<file path="config.mk">
export PLATFORM = sky130hd
export DESIGN_NAME = positioning_stop_ramp_control
export DESIGN_NICKNAME = d
export VERILOG_FILES = /design/src/shared/stop_ramp_pkg.sv /design/src/design/positioning_stop_ramp_control.sv
export VERILOG_INCLUDE_DIRS = /design/src /design/src/shared
export SDC_FILE = /design/constraint.sdc
export NUM_CORES = 2
export LEC_CHECK = 0
export BUFFER_PORTS_ARGS = -buffer_cell sky130_fd_sc_hd__buf_2
export CORE_MARGIN = 10
export CORE_UTILIZATION = 55
export DETAILED_ROUTE_END_ITERATION = 16
export PLACE_DENSITY = 0.72
export SYNTH_ARGS = -nofsm -noshare
export SYNTH_HDL_FRONTEND = slang
export SYNTH_SLANG_ARGS = --single-unit
export TNS_END_PERCENT = 1
</file>
<file path="constraint.sdc">
create_clock -name clk -period 155.4 [get_ports clk]
set_input_delay 31.08 -clock clk [delete_from_list [all_inputs] [get_ports clk]]
set_output_delay 31.08 -clock clk [all_outputs]
set_load 0.02 [all_outputs]
</file>
<file path="src/shared/stop_ramp_map.svh">
`ifndef STOP_RAMP_MAP_SVH
`define STOP_RAMP_MAP_SVH
`define FREQ_MAX_CENTI        16'he9fc
`define DELAY_MAX_CENTI       16'hea60
`define STOP_METHOD_POSITION  3'h4
`define STOP_METHOD_RAMP      3'h0
`define STOP_METHOD_COAST     3'h1
`define TICK_TIME_NS          10000000
`define CLK_PERIOD_NS         40
`define TICK_CYCLES           (`TICK_TIME_NS / `CLK_PERIOD_NS)
`define THR_RESET_0           16'h0000
`define THR_RESET_1           16'h01f4
`define THR_RESET_2           16'h03e8
`define THR_RESET_3           16'h07d0
`define THR_RESET_4           16'h0bb8
`define THR_RESET_5           16'h0fa0
`define THR_RESET_6           16'h1388
`define THR_RESET_7           16'h1770
`endif

</file>
<file path="src/shared/stop_ramp_pkg.sv">
package stop_ramp_pkg;
    typedef enum logic [2:0] {
        ST_RUN,
        ST_HOLD,
        ST_DECEL,
        ST_COAST,
        ST_STOPPED
    } phase_t;

    typedef struct packed {
        logic [3:0]  idx;
        logic [15:0] value;
        logic        thr_we;
        logic        dly_we;
    } param_wr_t;
endpackage

</file>
<file path="src/design/positioning_stop_ramp_control.sv">
// How it works
// - With smoothing enabled the ramp lasts longer than the base time, by the smoothing value.
// - Total acceleration time is the selected accel time (set one or two) plus accel smoothing.
// - Total deceleration time is the selected decel time (set one or two) plus decel smoothing.
// - Eight stop frequency thresholds, 0 to 599.00 Hz in 0.01 Hz steps, are held.
// - Eight hold delays, 0 to 600.00 s in 0.01 s steps, default zero, are held.
// - With method 4 a stop command does a positioning stop and an external fault coasts.
// - Threshold n is paired with hold delay n.
// - After a positioning stop command the frequency is held until the delay ends, then decels.
// - A coast stop removes the output at once.
`timescale 1ns/1ps
`default_nettype none
`include "stop_ramp_map.svh"
module positioning_stop_ramp_control
    import stop_ramp_pkg::*;
#(
    parameter int TICK_CYCLES = `TICK_CYCLES
) (
    // Clock and reset
    input  wire logic        clk,
    input  wire logic        rstn,
    // Ramp settings, 0.01 s units
    input  wire logic [15:0] accel_time_set_one,
    input  wire logic [15:0] decel_time_set_one,
    input  wire logic [15:0] accel_time_set_two,
    input  wire logic [15:0] decel_time_set_two,
    input  wire logic [15:0] accel_smoothing_curve,
    input  wire logic [15:0] decel_smoothing_curve,
    input  wire logic        time_set_two_sel,
    input  wire logic [2:0]  stop_method_select,
    // Parameter writes
    input  wire param_wr_t   param_wr,
    // Commands and running frequency, 0.01 Hz units
    input  wire logic        stop_cmd,
    input  wire logic        ext_fault,
    input  wire logic [15:0] run_freq,
    // Status
    output logic [16:0]      total_accel_time,
    output logic [16:0]      total_decel_time,
    output logic             output_enable,
    output logic             freq_hold,
    output logic             decel_active,
    output logic [15:0]      hold_remaining,
    output logic [15:0]      thr_read,
    output logic [15:0]      dly_read
);
    logic [15:0] thr_q [8];
    logic [15:0] dly_q [8];
    phase_t      phase_q;
    logic [31:0] tick_q;
    logic [15:0] hold_q;

    function automatic logic [15:0] clamp(input logic [15:0] v, input logic [15:0] lim);
        clamp = (v > lim) ? lim : v;
    endfunction

    // Band lookup: first threshold at or above the running frequency
    logic [2:0]  band_idx;
    always_comb begin
        band_idx = 3'h7;
        for (int i = 7; i >= 0; i--) begin
            if (run_freq <= thr_q[i]) begin
                band_idx = i[2:0];
            end
        end
    end

    wire logic [15:0] band_thr = thr_q[band_idx];
    wire logic [15:0] band_dly = dly_q[band_idx];
    // Proportional scaling below the band threshold; a zero threshold gives the full band delay
    wire logic [31:0] scaled_prod = 32'(band_dly) * 32'(run_freq);
    wire logic [31:0] scaled_quot = (band_thr == 16'h0000) ? 32'h0 :
                                    scaled_prod / 32'(band_thr);
    wire logic [15:0] hold_start = (run_freq >= band_thr) ? band_dly :
                                   scaled_quot[15:0];

    wire logic pos_mode = (stop_method_select == `STOP_METHOD_POSITION);
    wire logic coast_on_stop = (stop_method_select == `STOP_METHOD_COAST) ||
                               (stop_method_select == 3'h3);
    wire logic coast_on_fault = pos_mode || (stop_method_select == `STOP_METHOD_RAMP) ||
                                (stop_method_select == `STOP_METHOD_COAST);
    wire logic tick_hit = (tick_q == 32'(TICK_CYCLES - 1));

    wire logic [15:0] acc_base = time_set_two_sel ? accel_time_set_two : accel_time_set_one;
    wire logic [15:0] dec_base = time_set_two_sel ? decel_time_set_two : decel_time_set_one;

    // Parameter storage
    always_ff @(posedge clk or negedge rstn) begin
        if (!rstn) begin
            thr_q[0] <= `THR_RESET_0;
            thr_q[1] <= `THR_RESET_1;
            thr_q[2] <= `THR_RESET_2;
            thr_q[3] <= `THR_RESET_3;
            thr_q[4] <= `THR_RESET_4;
            thr_q[5] <= `THR_RESET_5;
            thr_q[6] <= `THR_RESET_6;
            thr_q[7] <= `THR_RESET_7;
            for (int i = 0; i < 8; i++) begin
                dly_q[i] <= 16'h0000;
            end
        end else if (!param_wr.idx[3]) begin
            if (param_wr.thr_we) begin
                thr_q[param_wr.idx[2:0]] <= clamp(param_wr.value, `FREQ_MAX_CENTI);
            end
            if (param_wr.dly_we) begin
                dly_q[param_wr.idx[2:0]] <= clamp(param_wr.value, `DELAY_MAX_CENTI);
            end
        end
    end

    // Stop sequencing
    always_ff @(posedge clk or negedge rstn) begin
        if (!rstn) begin
            phase_q <= ST_RUN;
            tick_q  <= 32'h0;
            hold_q  <= 16'h0000;
        end else begin
            case (phase_q)
                ST_RUN: begin
                    tick_q <= 32'h0;
                    if (ext_fault) begin
                        phase_q <= coast_on_fault ? ST_COAST : ST_DECEL;
                    end else if (stop_cmd) begin
                        if (pos_mode) begin
                            hold_q  <= hold_start;
                            phase_q <= (hold_start == 16'h0000) ? ST_DECEL : ST_HOLD;
                        end else begin
                            phase_q <= coast_on_stop ? ST_COAST : ST_DECEL;
                        end
                    end
                end
                ST_HOLD: begin
                    if (ext_fault) begin
                        phase_q <= ST_COAST;
                    end else if (tick_hit) begin
                        tick_q <= 32'h0;
                        hold_q <= hold_q - 16'h0001;
                        if (hold_q == 16'h0001) begin
                            phase_q <= ST_DECEL;
                        end
                    end else begin
                        tick_q <= tick_q + 32'h1;
                    end
                end
                ST_DECEL: begin
                    if (ext_fault && coast_on_fault) begin
                        phase_q <= ST_COAST;
                    end else if (run_freq == 16'h0000) begin
                        phase_q <= ST_STOPPED;
                    end
                end
                ST_COAST: begin
                    phase_q <= ST_STOPPED;
                end
                default: begin
                    if (!stop_cmd && !ext_fault) begin
                        phase_q <= ST_RUN;
                    end
                end
            endcase
        end
    end

    // Registered status outputs
    always_ff @(posedge clk or negedge rstn) begin
        if (!rstn) begin
            total_accel_time <= 17'h0;
            total_decel_time <= 17'h0;
            output_enable    <= 1'b0;
            freq_hold        <= 1'b0;
            decel_active     <= 1'b0;
            hold_remaining   <= 16'h0000;
            thr_read         <= 16'h0000;
            dly_read         <= 16'h0000;
        end else begin
            total_accel_time <= 17'(acc_base) + 17'(accel_smoothing_curve);
            total_decel_time <= 17'(dec_base) + 17'(decel_smoothing_curve);
            output_enable    <= (phase_q != ST_COAST) && (phase_q != ST_STOPPED);
            freq_hold        <= (phase_q == ST_HOLD);
            decel_active     <= (phase_q == ST_DECEL);
            hold_remaining   <= hold_q;
            thr_read         <= thr_q[param_wr.idx[2:0]];
            dly_read         <= dly_q[param_wr.idx[2:0]];
        end
    end

    hold_then_decel_a: assert property (@(posedge clk) disable iff (!rstn)
        (phase_q == ST_HOLD && hold_q == 16'h0001 && tick_hit && !ext_fault)
        |=> phase_q == ST_DECEL) else $error("hold did not end in decel");
    hold_steady_a: assert property (@(posedge clk) disable iff (!rstn)
        (phase_q == ST_HOLD && !ext_fault && !(tick_hit && hold_q == 16'h0001))
        |=> phase_q == ST_HOLD && !decel_active) else $error("hold ended early");
    hold_load_a: assert property (@(posedge clk) disable iff (!rstn)
        (phase_q == ST_RUN && !ext_fault && stop_cmd && pos_mode && run_freq >= band_thr)
        |=> hold_q == $past(band_dly)) else $error("hold not paired with band");
    coast_off_a: assert property (@(posedge clk) disable iff (!rstn)
        (phase_q == ST_COAST) |=> !output_enable) else $error("coast kept output");
    stopped_off_a: assert property (@(posedge clk) disable iff (!rstn)
        (phase_q == ST_STOPPED) |=> !output_enable) else $error("stopped kept output");
    fault_coast_a: assert property (@(posedge clk) disable iff (!rstn)
        (phase_q == ST_RUN && ext_fault && pos_mode) |=> phase_q == ST_COAST)
        else $error("fault did not coast");
    // Sums are only due after an edge that ran out of reset
    accel_sum_a: assert property (@(posedge clk) disable iff (!rstn)
        $past(rstn) |-> total_accel_time ==
        17'($past(acc_base)) + 17'($past(accel_smoothing_curve)))
        else $error("accel total wrong");
    decel_sum_a: assert property (@(posedge clk) disable iff (!rstn)
        $past(rstn) |-> total_decel_time ==
        17'($past(dec_base)) + 17'($past(decel_smoothing_curve)))
        else $error("decel total wrong");
    thr_range_a: assert property (@(posedge clk) disable iff (!rstn)
        thr_q[band_idx] <= `FREQ_MAX_CENTI) else $error("threshold out of range");
    dly_range_a: assert property (@(posedge clk) disable iff (!rstn)
        dly_q[band_idx] <= `DELAY_MAX_CENTI) else $error("delay out of range");
    hold_scale_a: assert property (@(posedge clk) disable iff (!rstn)
        hold_start <= band_dly) else $error("scaled delay above band delay");
endmodule
`default_nettype wire

</file>
==> impl_metrics.json <==
{
  "hpwl_um": 123000,
  "finalCritPeriodShare": 0.9397,
  "syn2layout_area_growth_pct": 8.567,
  "cp_top_family": "compound AO/OA/AOI/OAI gates",
  "min_period_ps": 146030,
  "final_cell_area_sq_um": 57070,
  "io_pins": 227,
  "crit_top_cell": "o21a_1",
  "placed_area_sq_um": 54920,
  "ys_types": 126,
  "syn_inst": 6585,
  "post-route-worst-setup-slack_ps": 9371,
  "grt_max_degree": 121,
  "place_ws_ps": 2029,
  "synth_nets": 7583,
  "required_ps": 155850,
  "gp_congestion": 0.9784,
  "cts_tree": "built",
  "cp-startpoint": "run_freq[4]",
  "viasPerCell": 6.328,
  "cp_slowest_stage_delay_ps": 600,
  "timing.critical_path.arrival_ps": 146480,
  "start_kind": "input port",
  "grt_pass1_vias": 48692,
  "netlist.area_leader.share": 0.1662,
  "synth_edf_count": 0,
  "start_util": 0.5541,
  "dr.first_iter.drc_count": 4633,
  "antenna_found_initial": 4,
  "synthFlopType": "dfrtp_1",
  "ys_seq_elements": 392,
  "routed_wl_um": 166800,
  "drtAntennaViolNets": 0,
  "portBuffers": 226,
  "synth_top_area_cell": "dfrtp_1",
  "wl_per_cell_um": 20.87,
  "layout_common_cells": "nand2_1 (875), ha_1 (660), o21ai_0 (461)",
  "dr.pass1.iters": 6,
  "row_count": 113,
  "max-clock-path-buffers": 3,
  "cts_inserted_buffers": 38,
  "finalHoldViolCount": 0,
  "ys_warn_count": 0,
  "hp-start": "hold_q[1]",
  "die_w_um": 329.1,
  "max_freq_ghz": 0.006848,
  "final_nets": 7694,
  "dieArea_sq_um": 108300,
  "path_class": "in -> reg",
  "path_clk_slew_ps": 70,
  "post-route-util": 0.6015,
  "hold_slack_ps": 422.4,
  "r2r_start": "thr_q[39]",
  "cp_slowest_cell": "fa_1",
  "critPathBufInv": 29,
  "finalSetupViolCount": 0,
  "grt_use_total": 0.2947,
  "async_flop_share": 1.000,
  "max_cap_violations": 0,
  "core_area_sq_um": 94870,
  "status": "finished clean",
  "syn_area_sq_um": 52560,
  "hold_path.class": "reg -> reg",
  "cp_max_fo": 36,
  "slew_violations": 0,
  "synth_area_leaders": "dfrtp_1 (17%), ha_1 (16%), fa_1 (7.5%)",
  "drive_above_1_share": 0.1255,
  "cts-htree-levels": 2,
  "drc_errors": 0,
  "reg2reg_slack_ps": 39690,
  "final_common_cell": "nand2_1",
  "relSlewSlack": 0.1655,
  "ys_seq_area_frac": 0.1876,
  "vias": 50567,
  "die_h_um": 329.1,
  "cp-end-kind": "flop",
  "final.setup_skew_ps": 23.48,
  "gr-total-overflow": 0,
  "syn_area_per_cell_sq_um": 7.982,
  "cts_sinks": 392,
  "clk_latency_ps": 560,
  "grt_pass1_wl_um": 261800,
  "worst_pin_slew_ps": 1249,
  "root_buffer": "clkbuf_16",
  "cts_hold_buf": 0
}
## kinds of logic (layout without fill, tap and decap cells)
family,count (synthesis),after routing,synth area share
simple gates,2403,2404,0.2206
compound gates,1831,1831,0.2334
fa+ha+maj,857,857,0.2319
buf+inv,708,847,0.05196
flops,392,392,0.1876
mux,203,203,0.04239
xor+xnor,191,191,0.03211
other cells,0,1,0
## worst paths after layout
| path | to | depth (start not counted) |
|---|---|---|
| min in group asynchronous | hold_remaining[8] | 1 |
| worst max register to register | phase_q[0] | 562 |
| worst min register to register | hold_remaining[1] | 0 |
| worst max-delay path | phase_q[0] | 559 |
| max in group asynchronous | thr_q[107] | 2 |
| worst min-delay path | hold_remaining[1] | 0 |
## registers in the layout, summed over array words and instances (netlist names), 16 cells and up
name	count
total_accel_time	17
dly_read	16
hold_remaining	16
thr_q	128
hold_q	16
tick_q	32
thr_read	16
dly_q	128
total_decel_time	17
## layout make-up
class                   count  area, sq um
multi-input cells        5486        40590
fillers                  8633        37800
flip-flops and latches    392         9863
repair buffers            329         2027
inverters                 449         1693
well taps                1265         1583
clock buffers              49         1095
clock inverters            20        215.2
diodes                      1        2.502
## timing repair
| action | CTS | global route |
|---|---|---|
| setup buffers | 0 | 31 |
| gates resized for setup | 0 | 133 |
| endpoints found under the setup margin | 0 | 5 |
## metal layers
layer  track usage  wire, um
met4       0.09982      5994
met3       0.05180     15010
met1        0.3892     69610
met2        0.4830     76150
met5             0        45
## synth_stat cells (12+ instances only)
master	n
nand2_1	880
ha_1	660
o21ai_0	466
inv_1	443
nor2_1	389
dfrtp_1	349
a21oi_1	331
nor3_1	299
o21a_1	281
clkbuf_1	217
fa_1	196
mux2_2	143
a22oi_1	140
nand3_1	140
and2_1	131
o31ai_1	123
xnor2_1	118
nand4_1	92
nor2b_1	92
xor2_1	71
a21o_1	70
or2_2	68
nand2b_1	66
and3_1	63
mux2i_1	57
o211ai_1	51
or3_1	50
dfstp_2	43
nor4_1	41
a31oi_1	39
a211oi_1	32
a311oi_1	30
a31o_2	19
o21ai_1	19
o21bai_1	18
buf_1	17
buf_2	17
o22ai_1	15
o221ai_1	14
o31a_1	13
a211o_1	12
a21boi_0	12
or4_1	12
## worst reg2reg max path: cells and delay by family (launching register included)
| kind | cells | cell delay (ps) |
|---|---|---|
| AOI/OAI and AO/OA | 347 | 68890 |
| xor gates and xnor gates | 1 | 140 |
| adders and majority gates | 40 | 12860 |
| and+or+nand+nor | 136 | 25580 |
| muxes | 9 | 2670 |
| buffers and inverters | 29 | 4850 |
| DFF | 1 | 570 |
## through the flow
stage | TNS, ps | instances
finish | 0 | 7991
CTS | 0 | 7957
global route | -435.4 | 7991
global placement | 0 | 7888
detailed placement | 0 | 7888
floorplan | 0 | 6585
Power is not shown: default switching activity piles up to over one toggle a cycle in this logic, so the estimate is an artifact.
